<file path="src/rtl/token_port_pkg.sv">
// Constants shared by the host port and serial pin logic
// Overview of operation
// - Link quality input is active low; frames accepted only while it is low.
// - Chip select and write strobe low store host bus into selected register; the code refuses the write while DMA grant is low.
// - Chip select and read strobe low drive selected register; else bus released.
// - Host bus is eight bits, two-way, three-state, shared with DMA.
// - Four register select inputs choose the target, separate from DMA address.
// - Master reset low clears all registers, detach flag set to one; the code leaves the two-entry receive buffer and its words uncleared.
// - Status register zero is initialised on entry to network mode.
// - Receive data sampled on each rising edge of the receive clock.
// - Transmit data changes only on falling edges of the transmit clock.
package token_port_pkg;
    localparam int unsigned DATA_W      = 8;
    localparam int unsigned SEL_W       = 4;
    localparam int unsigned NUM_REGS    = 16;
    // Register indices on the select inputs
    localparam logic [3:0]  CTRL_IDX    = 4'h0;
    localparam logic [3:0]  STAT0_IDX   = 4'h1;
    localparam logic [3:0]  TX_DATA_IDX = 4'h2;
    localparam logic [3:0]  RX_DATA_IDX = 4'h3;
    // Control register fields
    localparam int unsigned DETACH_BIT  = 0;
    localparam int unsigned NET_MODE_BIT = 1;
    // Reset values
    localparam logic [7:0]  REG_RESET   = 8'h00;
    localparam logic [7:0]  CTRL_RESET  = 8'h01;
    localparam logic [7:0]  STAT0_INIT  = 8'h00;
    // Status 0 fields
    localparam int unsigned RX_AVAIL_BIT = 0;
    localparam int unsigned TX_EMPTY_BIT = 1;
    localparam int unsigned RX_DROP_BIT  = 2;
    localparam int unsigned RX_OVR_BIT   = 3;
endpackage : token_port_pkg

</file>
<file path="src/rtl/word_buf_if.sv">
// Valid/ready carrier between the receive shifter and its two-entry buffer
`timescale 1ns/10ps
interface word_buf_if #(parameter int unsigned W = 8);
    logic         valid;
    logic         ready;
    logic [W-1:0] data;
    modport src (output valid, output data, input ready);
    modport dst (input valid, input data, output ready);
endinterface : word_buf_if

</file>
<file path="src/rtl/word_buf2.sv">
// Two-entry buffer with valid and ready on both sides
`timescale 1ns/10ps
module word_buf2 #(
    parameter int unsigned W = 8
) (
    input  wire logic    core_clk,
    input  wire logic    rst,
    word_buf_if.dst      in_port,
    output logic         out_valid,
    input  wire logic    out_ready,
    output logic [W-1:0] out_data
);
    typedef struct packed {
        logic [1:0][W-1:0] mem;
        logic [1:0]        cnt;
        logic              rd;
        logic              wr;
    } buf_state_type;

    buf_state_type s_q;
    buf_state_type s_d;

    // Pointer and count update; full stalls the source
    always_comb begin
        logic push;
        logic pop;
        push = 1'b0;
        pop  = 1'b0;
        s_d  = s_q;
        push = in_port.valid && (s_q.cnt != 2'd2);
        pop  = out_ready && (s_q.cnt != 2'd0);
        if (push) begin
            s_d.mem[s_q.wr] = in_port.data;
            s_d.wr          = ~s_q.wr;
        end
        if (pop) begin
            s_d.rd = ~s_q.rd;
        end
        s_d.cnt = s_q.cnt + {1'b0, push} - {1'b0, pop};
    end

    always_ff @(posedge core_clk or posedge rst) begin
        if (rst) begin
            s_q <= '0;
        end else begin
            s_q <= s_d;
        end
    end

    assign in_port.ready = (s_q.cnt != 2'd2);
    assign out_valid     = (s_q.cnt != 2'd0);
    assign out_data      = s_q.mem[s_q.rd];
endmodule : word_buf2 // word_buf2

</file>
<file path="src/rtl/token_host_port.sv">
// Host register port, reset handling and serial pin timing of the token controller
`timescale 1ns/10ps
module token_host_port
    import token_port_pkg::*;
(
    input  wire logic              core_clk,
    input  wire logic              rst,
    input  wire logic              global_init_n,
    input  wire logic              chip_sel_n,
    input  wire logic              host_fetch_pulse_n,
    input  wire logic              host_store_pulse_n,
    input  wire logic [SEL_W-1:0]  host_reg_select,
    input  wire logic [DATA_W-1:0] host_bus_lines_in,
    output logic      [DATA_W-1:0] host_bus_lines_out,
    output logic                   host_bus_lines_oe,
    input  wire logic              dma_grant_n,
    input  wire logic              link_quality_ok_n,
    input  wire logic              serial_in_clk,
    input  wire logic              serial_in_bit,
    input  wire logic              serial_out_clk,
    output logic                   serial_out_bit,
    output logic                   detach_flag,
    output logic                   frame_rejected
);
    // All state of the port in one record
    typedef struct packed {
        logic [2:0]        init_sync;
        logic [2:0]        cs_sync;
        logic [2:0]        rd_sync;
        logic [2:0]        wr_sync;
        logic [2:0]        rclk_sync;
        logic [1:0]        rbit_sync;
        logic [1:0]        qual_sync;
        logic [2:0]        tclk_sync;
        logic [1:0]        grant_sync;
        logic [1:0][SEL_W-1:0]  sel_sync;
        logic [1:0][DATA_W-1:0] din_sync;
        logic [DATA_W-1:0] ctrl;
        logic [DATA_W-1:0] stat0;
        logic [DATA_W-1:0] tx_hold;
        logic              tx_full;
        logic [DATA_W-1:0] tx_shift;
        logic [3:0]        tx_cnt;
        logic [DATA_W-1:0] rx_shift;
        logic [2:0]        rx_cnt;
        logic              rx_push;
        logic [DATA_W-1:0] rx_word;
        logic              net_prev;
        logic [DATA_W-1:0] bus_out;
        logic              bus_oe;
        logic              txd;
        logic              rejected;
    } port_state_type;

    port_state_type s_q;
    port_state_type s_d;

    word_buf_if #(.W(DATA_W)) rx_if ();
    logic              rx_out_valid;
    logic              rx_out_ready;
    logic [DATA_W-1:0] rx_out_data;

    // Received words wait here; a slow host read loses none until both entries and rx_word are full
    word_buf2 #(.W(DATA_W)) u_rx_buf (
        .core_clk  (core_clk),
        .rst       (rst),
        .in_port   (rx_if),
        .out_valid (rx_out_valid),
        .out_ready (rx_out_ready),
        .out_data  (rx_out_data)
    );

    // Word offered until the buffer takes it
    assign rx_if.valid = s_q.rx_push;
    assign rx_if.data  = s_q.rx_word;

    // Synchronised strobes (second stage onward only)
    logic sel_rd;
    logic sel_wr;
    logic rd_fall;
    logic rclk_rise;
    logic tclk_fall;
    logic in_frame;
    logic net_mode;
    // Edge detectors compare the second and third stages
    assign sel_rd    = !s_q.cs_sync[1] && !s_q.rd_sync[1];
    assign sel_wr    = !s_q.cs_sync[1] && !s_q.wr_sync[1];
    assign rd_fall   = sel_rd && s_q.rd_sync[2];
    assign rclk_rise = s_q.rclk_sync[1] && !s_q.rclk_sync[2];
    assign tclk_fall = !s_q.tclk_sync[1] && s_q.tclk_sync[2];
    assign in_frame  = !s_q.qual_sync[1];
    assign net_mode  = s_q.ctrl[NET_MODE_BIT];
    assign rx_out_ready = rd_fall && (s_q.sel_sync[1] == RX_DATA_IDX);

    always_comb begin
        s_d = s_q;
        // Two flip-flops before any pin is read
        s_d.init_sync  = {s_q.init_sync[1:0], global_init_n};
        s_d.cs_sync    = {s_q.cs_sync[1:0], chip_sel_n};
        s_d.rd_sync    = {s_q.rd_sync[1:0], host_fetch_pulse_n};
        s_d.wr_sync    = {s_q.wr_sync[1:0], host_store_pulse_n};
        s_d.rclk_sync  = {s_q.rclk_sync[1:0], serial_in_clk};
        s_d.rbit_sync  = {s_q.rbit_sync[0], serial_in_bit};
        s_d.qual_sync  = {s_q.qual_sync[0], link_quality_ok_n};
        // Select and data ride the same two stages as the strobes
        s_d.sel_sync   = {s_q.sel_sync[0], host_reg_select};
        s_d.din_sync   = {s_q.din_sync[0], host_bus_lines_in};
        s_d.tclk_sync  = {s_q.tclk_sync[1:0], serial_out_clk};
        s_d.grant_sync = {s_q.grant_sync[0], dma_grant_n};
        s_d.rx_push    = s_q.rx_push && !rx_if.ready;
        s_d.net_prev   = net_mode;
        // Write while select and write strobe are low
        // Grant low refuses the write; the host keeps it high while selected
        if (sel_wr && s_q.grant_sync[1]) begin
            unique case (s_q.sel_sync[1])
                CTRL_IDX:    s_d.ctrl = s_q.din_sync[1];
                TX_DATA_IDX: begin
                    s_d.tx_hold = s_q.din_sync[1];
                    s_d.tx_full = 1'b1;
                end
                default:     s_d.ctrl = s_q.ctrl;
            endcase
        end
        // Status 0 set up on entry to network mode
        if (net_mode && !s_q.net_prev) begin
            s_d.stat0 = STAT0_INIT;
        end
        s_d.stat0[RX_AVAIL_BIT] = rx_out_valid;
        s_d.stat0[TX_EMPTY_BIT] = !s_d.tx_full;
        // Drive the bus only during a selected read
        s_d.bus_oe = sel_rd && !sel_wr;
        // Data latched as the read starts, so the pop cannot change it mid-read
        if (rd_fall) begin
            unique case (s_q.sel_sync[1])
                CTRL_IDX:    s_d.bus_out = s_q.ctrl;
                STAT0_IDX:   s_d.bus_out = s_q.stat0;
                RX_DATA_IDX: s_d.bus_out = rx_out_data;
                default:     s_d.bus_out = REG_RESET;
            endcase
        end
        // Reading status clears the sticky drop and overrun flags
        if (rd_fall && s_q.sel_sync[1] == STAT0_IDX) begin
            s_d.stat0[RX_DROP_BIT] = 1'b0;
            s_d.stat0[RX_OVR_BIT]  = 1'b0;
        end
        // Receive: one bit per rising receive clock, gated by quality
        s_d.rejected = 1'b0;
        if (!in_frame) begin
            if (s_q.rx_cnt != 3'd0) begin
                s_d.stat0[RX_DROP_BIT] = 1'b1; // Partial word discarded
                s_d.rejected = 1'b1;
            end
            s_d.rx_cnt = 3'd0;
        end else if (rclk_rise) begin
            s_d.rx_shift = {s_q.rbit_sync[1], s_q.rx_shift[DATA_W-1:1]};
            s_d.rx_cnt   = s_q.rx_cnt + 3'd1;
            if (s_q.rx_cnt == 3'd7) begin
                if (s_q.rx_push && !rx_if.ready) begin
                    s_d.stat0[RX_OVR_BIT] = 1'b1; // Set wins over status read
                end else begin
                    s_d.rx_word = {s_q.rbit_sync[1], s_q.rx_shift[DATA_W-1:1]};
                    s_d.rx_push = 1'b1;
                end
            end
        end
        // Transmit: change output only on falling transmit clock
        if (tclk_fall) begin
            if (s_q.tx_cnt == 4'd0) begin
                if (s_q.tx_full && !s_q.ctrl[DETACH_BIT]) begin
                    s_d.txd      = s_q.tx_hold[0];
                    s_d.tx_shift = {1'b1, s_q.tx_hold[DATA_W-1:1]};
                    s_d.tx_cnt   = 4'd7;
                    s_d.tx_full  = 1'b0;
                end else begin
                    s_d.txd = 1'b1; // Idle marking
                end
            end else begin
                s_d.txd      = s_q.tx_shift[0];
                s_d.tx_shift = {1'b1, s_q.tx_shift[DATA_W-1:1]};
                s_d.tx_cnt   = s_q.tx_cnt - 4'd1;
            end
        end
        // Empty flag follows the holding register after any load
        s_d.stat0[TX_EMPTY_BIT] = !s_d.tx_full;
        // Master reset clears registers, detach set
        if (!s_q.init_sync[1]) begin
            s_d.ctrl     = CTRL_RESET;
            s_d.stat0    = REG_RESET;
            s_d.tx_hold  = REG_RESET;
            s_d.tx_full  = 1'b0;
            s_d.tx_cnt   = 4'd0;
            s_d.rx_cnt   = 3'd0;
            s_d.rx_push  = 1'b0;
            s_d.bus_oe   = 1'b0;
            s_d.txd      = 1'b1;
        end
    end

    // One register stage for the whole state
    always_ff @(posedge core_clk or posedge rst) begin
        if (rst) begin
            s_q      <= '0;
            s_q.ctrl <= CTRL_RESET;
            s_q.txd  <= 1'b1;
            // Pin stages start at idle levels so no false edge follows reset
            s_q.cs_sync    <= 3'b111;
            s_q.rd_sync    <= 3'b111;
            s_q.wr_sync    <= 3'b111;
            s_q.qual_sync  <= 2'b11;
            s_q.tclk_sync  <= 3'b111;
            s_q.grant_sync <= 2'b11;
        end else begin
            s_q <= s_d;
        end
    end

    // Outputs come straight from state flip-flops
    assign host_bus_lines_out = s_q.bus_out;
    assign host_bus_lines_oe  = s_q.bus_oe;
    assign serial_out_bit     = s_q.txd;
    assign detach_flag        = s_q.ctrl[DETACH_BIT];
    assign frame_rejected     = s_q.rejected;
endmodule : token_host_port // token_host_port

</file>
<file path="config.mk">
export PLATFORM = sky130hd
export DESIGN_NAME = token_host_port
export DESIGN_NICKNAME = d
export VERILOG_FILES = /design/src/rtl/token_port_pkg.sv /design/src/rtl/word_buf_if.sv /design/src/rtl/word_buf2.sv /design/src/rtl/token_host_port.sv
export SDC_FILE = /design/constraint.sdc
export NUM_CORES = 1
export LEC_CHECK = 0
export BUFFER_PORTS_ARGS = -buffer_cell sky130_fd_sc_hd__buf_2
export CAP_MARGIN = 25
export CORE_ASPECT_RATIO = 1.5
export CORE_MARGIN = 2
export CORE_UTILIZATION = 43
export CTS_BUF_LIST = sky130_fd_sc_hd__clkbuf_4 sky130_fd_sc_hd__clkbuf_8
export DETAILED_ROUTE_END_ITERATION = 7
export RECOVER_POWER = 100
export SLEW_MARGIN = 10
export SYNTH_ARGS = -nofsm -noshare
export SYNTH_HDL_FRONTEND = slang
export SYNTH_SLANG_ARGS = --single-unit
</file>
<file path="constraint.sdc">
create_clock -name core_clk -period 4.4 [get_ports core_clk]
set_input_delay 0.66 -clock core_clk [delete_from_list [all_inputs] [get_ports core_clk]]
set_output_delay 0.66 -clock core_clk [all_outputs]
set_load 0.01 [all_outputs]
</file>
==> results.cfg, run 1 <==
[status]
outcome = finished, violations left
violations = capacitance limit, slew limit

[min_path]
hp-class = input port to flip-flop

[sta]
worst_pin_slew_ns = 2.63
drv_slew = 82
skew_ns = 0.0100
setup_viol = 0
rsz0062_at_grt = false
fin_crit_sh_pct = 62.3
timing.slew.headroom_pct = -76.0
min_period_ns = 2.74
hold_viol = 0
max_clock_freq_mhz = 365
tns_ns = 0

[cts]
cts_root_buf = clkbuf_8
post_cts_buffers = 0
cts_tree = yes
cts-buffers-inserted = 17
hold_buffers = 0
cts_resized = 0
clkSinkCount = 129
htree_levels = 4
clockBufferDepth = 2
clk_latency_ns = 0.43
clk_pin_slew_ns = 0.07

[worst_setup_path]
path_class = input port to asynchronous set/reset pin
start_kind = input port
crit_path_end_kind = asynchronous set/reset pin
crit_required_ns = 4.84
cp_max_fo = 63
crit_arrival_ns = 3.18

[layout]
n_antenna_cell = 0
area_growth_syn_to_layout_pct = 12.3
nets = 440
final_common_cell = dfrtp_1
nFillCells = 1029
seq_area_um2 = 3250
multiInputGateArea_um2 = 1670
final_cells = 573
drive_gt1_share_pct = 26.5
layout_common_cells = 113 x dfrtp_1, 30 x mux2_2, 26 x o21ai_0

[power_and_ir_drop]
swShare_pct = 21.2
power.density_nw_per_um2 = 421
ir_drop_uv = 223
p_seq_share_pct = 52.8
finalPower_mw = 2.42
p_leak_nw = 2.60
comb_power_share_pct = 3.7
p_int_mw = 1.91
p_sw_uw = 514
power.share.clock_pct = 43.5

[yosys]
syn_nets = 407
synth_cells = 377
yosysTopAreaCell = dfrtp_1
synth_compound_area_share_pct = 10.1
ys_ff_latch = 129
ys.flop_type = dfrtp_1
ys_seq_area_share_pct = 63.4
synthArstFlopShare_pct = 100
avgSynthCellArea_um2 = 13.6
synth_cell_types = 47
synth_mux_area_share_pct = 10.9
synth_edf_count = 0
ys.warnings.count = 0
synth_adder_area_share_pct = 1.71
synth_area_um2 = 5120
yosys.area_share.simple_pct = 9.55
synth_top_area_share_pct = 55.2
synth_top_family_by_area = multiplexers
synthTopCellsByArea = dfrtp_1 55%, dfstp_2 8.2%, mux2_2 6.8%, mux2i_1 4.1%, o21ai_0 2.5%
yosys.area_share.xor_xnor_pct = 0.855

[route]
vias = 2975
ant_nets = 0
drt_iter0_markers = 131
wl_per_cell_um = 16.2
firstDrtPassIters = 5
viasPerCell = 5.19
drt-total-wl_um = 9300
drcViolationCount = 0

[global_route]
grt_pass1_vias = 3207
grt_max_degree = 64
grt_use_total_pct = 16.4
grt_pass1_wl_um = 15800
antenna_found_initial = 0
grt_overflow_total = 0

[floorplanning]
core-area_um2 = 11600
rows = 48
initial_core_util_pct = 44.2
boundaryPins = 35
fp.dieW_um = 93.1
die_h_um = 138
die_area_um2 = 12800

[placed_design]
dp_hpwl_um = 6540
io_buffers = 34
gp_congestion = 0.806
dp_cells = 540

[run]
max_cap_violations = 2
## routing by layer
| metal | global-route usage [%] | vias up | wire (um) |
|---|---|---|---|
| met1 | 18.1 | 1508 | 3790 |
| li1 | - | 1399 | - |
| met3 | 3.67 | 21 | 233 |
| met5 | 0 | - | 0 |
| met4 | 9.15 | 0 | 263 |
| met2 | 29.1 | 47 | 5010 |
## Yosys cell counts, drive strengths merged, types with 4 or more instances
master and n:
a21boi 17, o21ai 26, buf 13, nor3 4
mux2i 21, clkbuf 12, ha 7, o22a 4
dfstp 16, a2bb2oi 11, inv 10, nor2b 4
nand3 21, or3b 10, dfrtp 113, nand2 12
nor3b 5, mux2 31, nor2 5, nand2b 6
## power groups by stage
stage / sequential (mW) / combinational [mW] / clock, mW
floorplan: 1.29 / 0.0743 / 0
global placement: 1.30 / 0.0927 / 0
global route: 1.29 / 0.102 / 1.14
CTS: 1.28 / 0.0948 / 1.08
detailed placement: 1.30 / 0.0946 / 0
finish: 1.28 / 0.0893 / 1.05
## layout make-up
cell class,instances,area share [%]
clock buffers,23,5.18
clock inverters,9,2.26
inverters,10,0.675
multi-input cells,213,29.0
flip-flops and latches,129,56.5
well taps,150,3.26
repair buffers,39,3.11
## final timing paths
path | start | end | slack [ns] | depth (start not counted)
max in group core_clk | s_q[94] | s_q[54] | 1.94 | 3
hold reg to reg | s_d[84] | s_q[84] | 0.35 | 0
hold / removal | host_store_pulse_n | s_d[106] | 0.33 | 1
setup / recovery | rst | u_rx_buf.s_q[16] | 1.66 | 3
min in group asynchronous | rst | s_q[40] | 0.97 | 2
setup reg to reg | s_q[94] | s_q[54] | 1.94 | 3
## registers in the layout (all words and copies together) (netlist names)
register,count
detach_flag,1
frame_rejected,1
host_bus_lines_oe,1
host_bus_lines_out,8
net_mode,1
rx_if.data,8
rx_if.valid,1
s_d,27
s_q,60
serial_out_bit,1
u_rx_buf.s_q,20
## critical path, stage by stage
cell	delay, ns
buf_2	0.10
clkinvlp_2	1.49
clkbuf_2	0.89
## cells by family (layout without fill, tap and decap cells)
group           after synthesis  after routing
flops                       129            129
simple gates                 77             77
compound gates               72             72
mux                          52             52
buf+inv                      35             81
fa+ha+maj                     7              7
xor+xnor                      5              5
## metrics by stage
stage | cell area [um^2] | hold WS, ns | utilization, % | setup slack, ns
after global routing | 5750 | 0.299 | 49.6 | 1.08
final | 5750 | 0.328 | 49.6 | 1.66
after floorplan | 5120 | 0.331 | - | 0.325
after global placement | 5380 | 0.333 | 46.4 | 2.22
after CTS | 5800 | 0.301 | 50.1 | 2.20
after detailed placement | 5380 | 0.335 | 46.4 | 2.20
(Power assumes the default switching activity.)
==> inputs of run 2 (changes only) <==
- clock period: 4.4 -> 2.5 ns (I/O delays scaled with it)
==> results.cfg, run 2 (synthesis gave the netlist of run 1 again) <==
[power_and_ir_drop]
ir_drop_uv = 406
p_seq_share_pct = 52.6
finalPower_mw = 4.26
swShare_pct = 24.8
power.density_nw_per_um2 = 730
p_int_mw = 3.21
power.share.clock_pct = 43.2
comb_power_share_pct = 4.2
p_leak_nw = 2.64
p_sw_mw = 1.06

[route]
ant_nets = 0
drcViolationCount = 0
viasPerCell = 5.05
wl_per_cell_um = 15.1
firstDrtPassIters = 4
drt_iter0_markers = 111
drt-total-wl_um = 8840
vias = 2948

[global_route]
grt_pass1_wl_um = 14900
grt_max_degree = 60
antenna_found_initial = 0
grt_use_total_pct = 15.3
grt_overflow_total = 0
grt_pass1_vias = 3055

[sta]
max_clock_freq_mhz = 486
tns_ns = 0
hold_viol = 0
fin_crit_sh_pct = 82.2
rsz0062_at_grt = false
setup_viol = 0
skew_ns = 0.00794
timing.slew.headroom_pct = 20.2
drv_slew = 0
worst_pin_slew_ns = 1.19
min_period_ns = 2.06

[cts]
clk_latency_ns = 0.43
clkSinkCount = 129
clockBufferDepth = 2
htree_levels = 4
clk_pin_slew_ns = 0.08
cts_tree = yes
cts_resized = 0
cts_root_buf = clkbuf_8
cts-buffers-inserted = 17

[min_path]
hp-class = input port to flip-flop

[worst_setup_path]
cp_max_fo = 8
start_kind = flip-flop
crit_required_ns = 2.82
crit_chain = nor2b_1 -> nor3b_1 -> mux2_2
crit_path_end_kind = flip-flop
path_class = flip-flop to flip-flop
crit_arrival_ns = 2.37
path_delay_family = simple AND/OR/NAND/NOR gates
cpMaxStageDelayCell = nor3b_1
timing.critical_path.buf_inv = 0
cp_slowest_stage_delay_ns = 0.94

[floorplanning]
initial_core_util_pct = 44.2
die_area_um2 = 12800
core-area_um2 = 11600
boundaryPins = 35
die_h_um = 138
rows = 48
fp.dieW_um = 93.1

[layout]
drive_gt1_share_pct = 27.0
final_common_cell = dfrtp_1
layout_common_cells = 113 x dfrtp_1, 31 x mux2_2, 26 x o21ai_0
n_antenna_cell = 0
largest_reg_flops = 60
area_growth_syn_to_layout_pct = 14.0
nets = 451
regMostFlops = s_q

[placed_design]
gp_congestion = 0.790
io_buffers = 34
dp_hpwl_um = 6310

[run]
max_cap_violations = 0

[status]
outcome = finished, final reports clean
-- run 2: power by group through the flow --
stage / Combinational (mW) / Clock [mW] / Sequential (mW)
floorplan: 0.131 / 0 / 2.26
global placement: 0.179 / 0 / 2.28
detailed placement: 0.183 / 0 / 2.29
CTS: 0.185 / 1.90 / 2.25
global route: 0.200 / 2.00 / 2.26
finish: 0.177 / 1.84 / 2.24
-- run 2: through the flow --
stage | setup WS, ns | util, % | instance area (um^2) | std cells | hold WS, ns
after floorplan | 0.543 | - | 5120 | 377 | 0.331
after CTS | 0.541 | 50.7 | 5870 | 580 | 0.00141
final | 0.444 | 50.4 | 5840 | 584 | 0.0351
after global routing | 0.212 | 50.4 | 5840 | 584 | 0.00121
after global placement | 0.603 | 46.9 | 5440 | 547 | 0.334
after detailed placement | 0.564 | 46.9 | 5440 | 547 | 0.336
-- run 2: final timing paths --
check | startpoint | end | slack [ns] | depth (start not counted)
min in group asynchronous | rst | s_d[115] | 0.71 | 3
min | host_fetch_pulse_n | s_d[109] | 0.04 | 1
min reg2reg | s_d[77] | s_q[77] | 0.35 | 0
max reg2reg | u_rx_buf.s_q[3] | u_rx_buf.s_q[7] | 0.44 | 3
max in group asynchronous | rst | s_q[42] | 0.57 | 4
max | u_rx_buf.s_q[3] | u_rx_buf.s_q[7] | 0.44 | 3
-- run 2: final cells by class --
class	count	area [um^2]
Inverter	10	38.8
Timing Repair Buffer	50	279
Clock inverter	15	189
Tap cell	150	188
Fill cell	1022	5750
Multi-Input combinational cell	213	1660
Clock buffer	17	234
Sequential cell	129	3250
-- run 2: what timing repair did --
| item | CTS | global route |
|---|---|---|
| hold endpoints to repair | 15 | 4 |
| setup buffers | 0 | 0 |
| hold buffers | 1 | 4 |
-- run 2: worst register-to-register path, cell delays in order, from the launching register on --
cell	delay, ns
dfrtp_1	0.43
nor2b_1	0.16
nor3b_1	0.94
mux2_2	0.43
-- run 2: layer usage --
| metal | global-route usage, % | routed length (um) | up-vias |
|---|---|---|---|
| li1 | - | - | 1420 |
| met1 | 18.1 | 3800 | 1463 |
| met2 | 26.2 | 4600 | 51 |
| met3 | 3.99 | 260 | 14 |
| met4 | 7.03 | 172 | 0 |
| met5 | 0 | 0 | - |
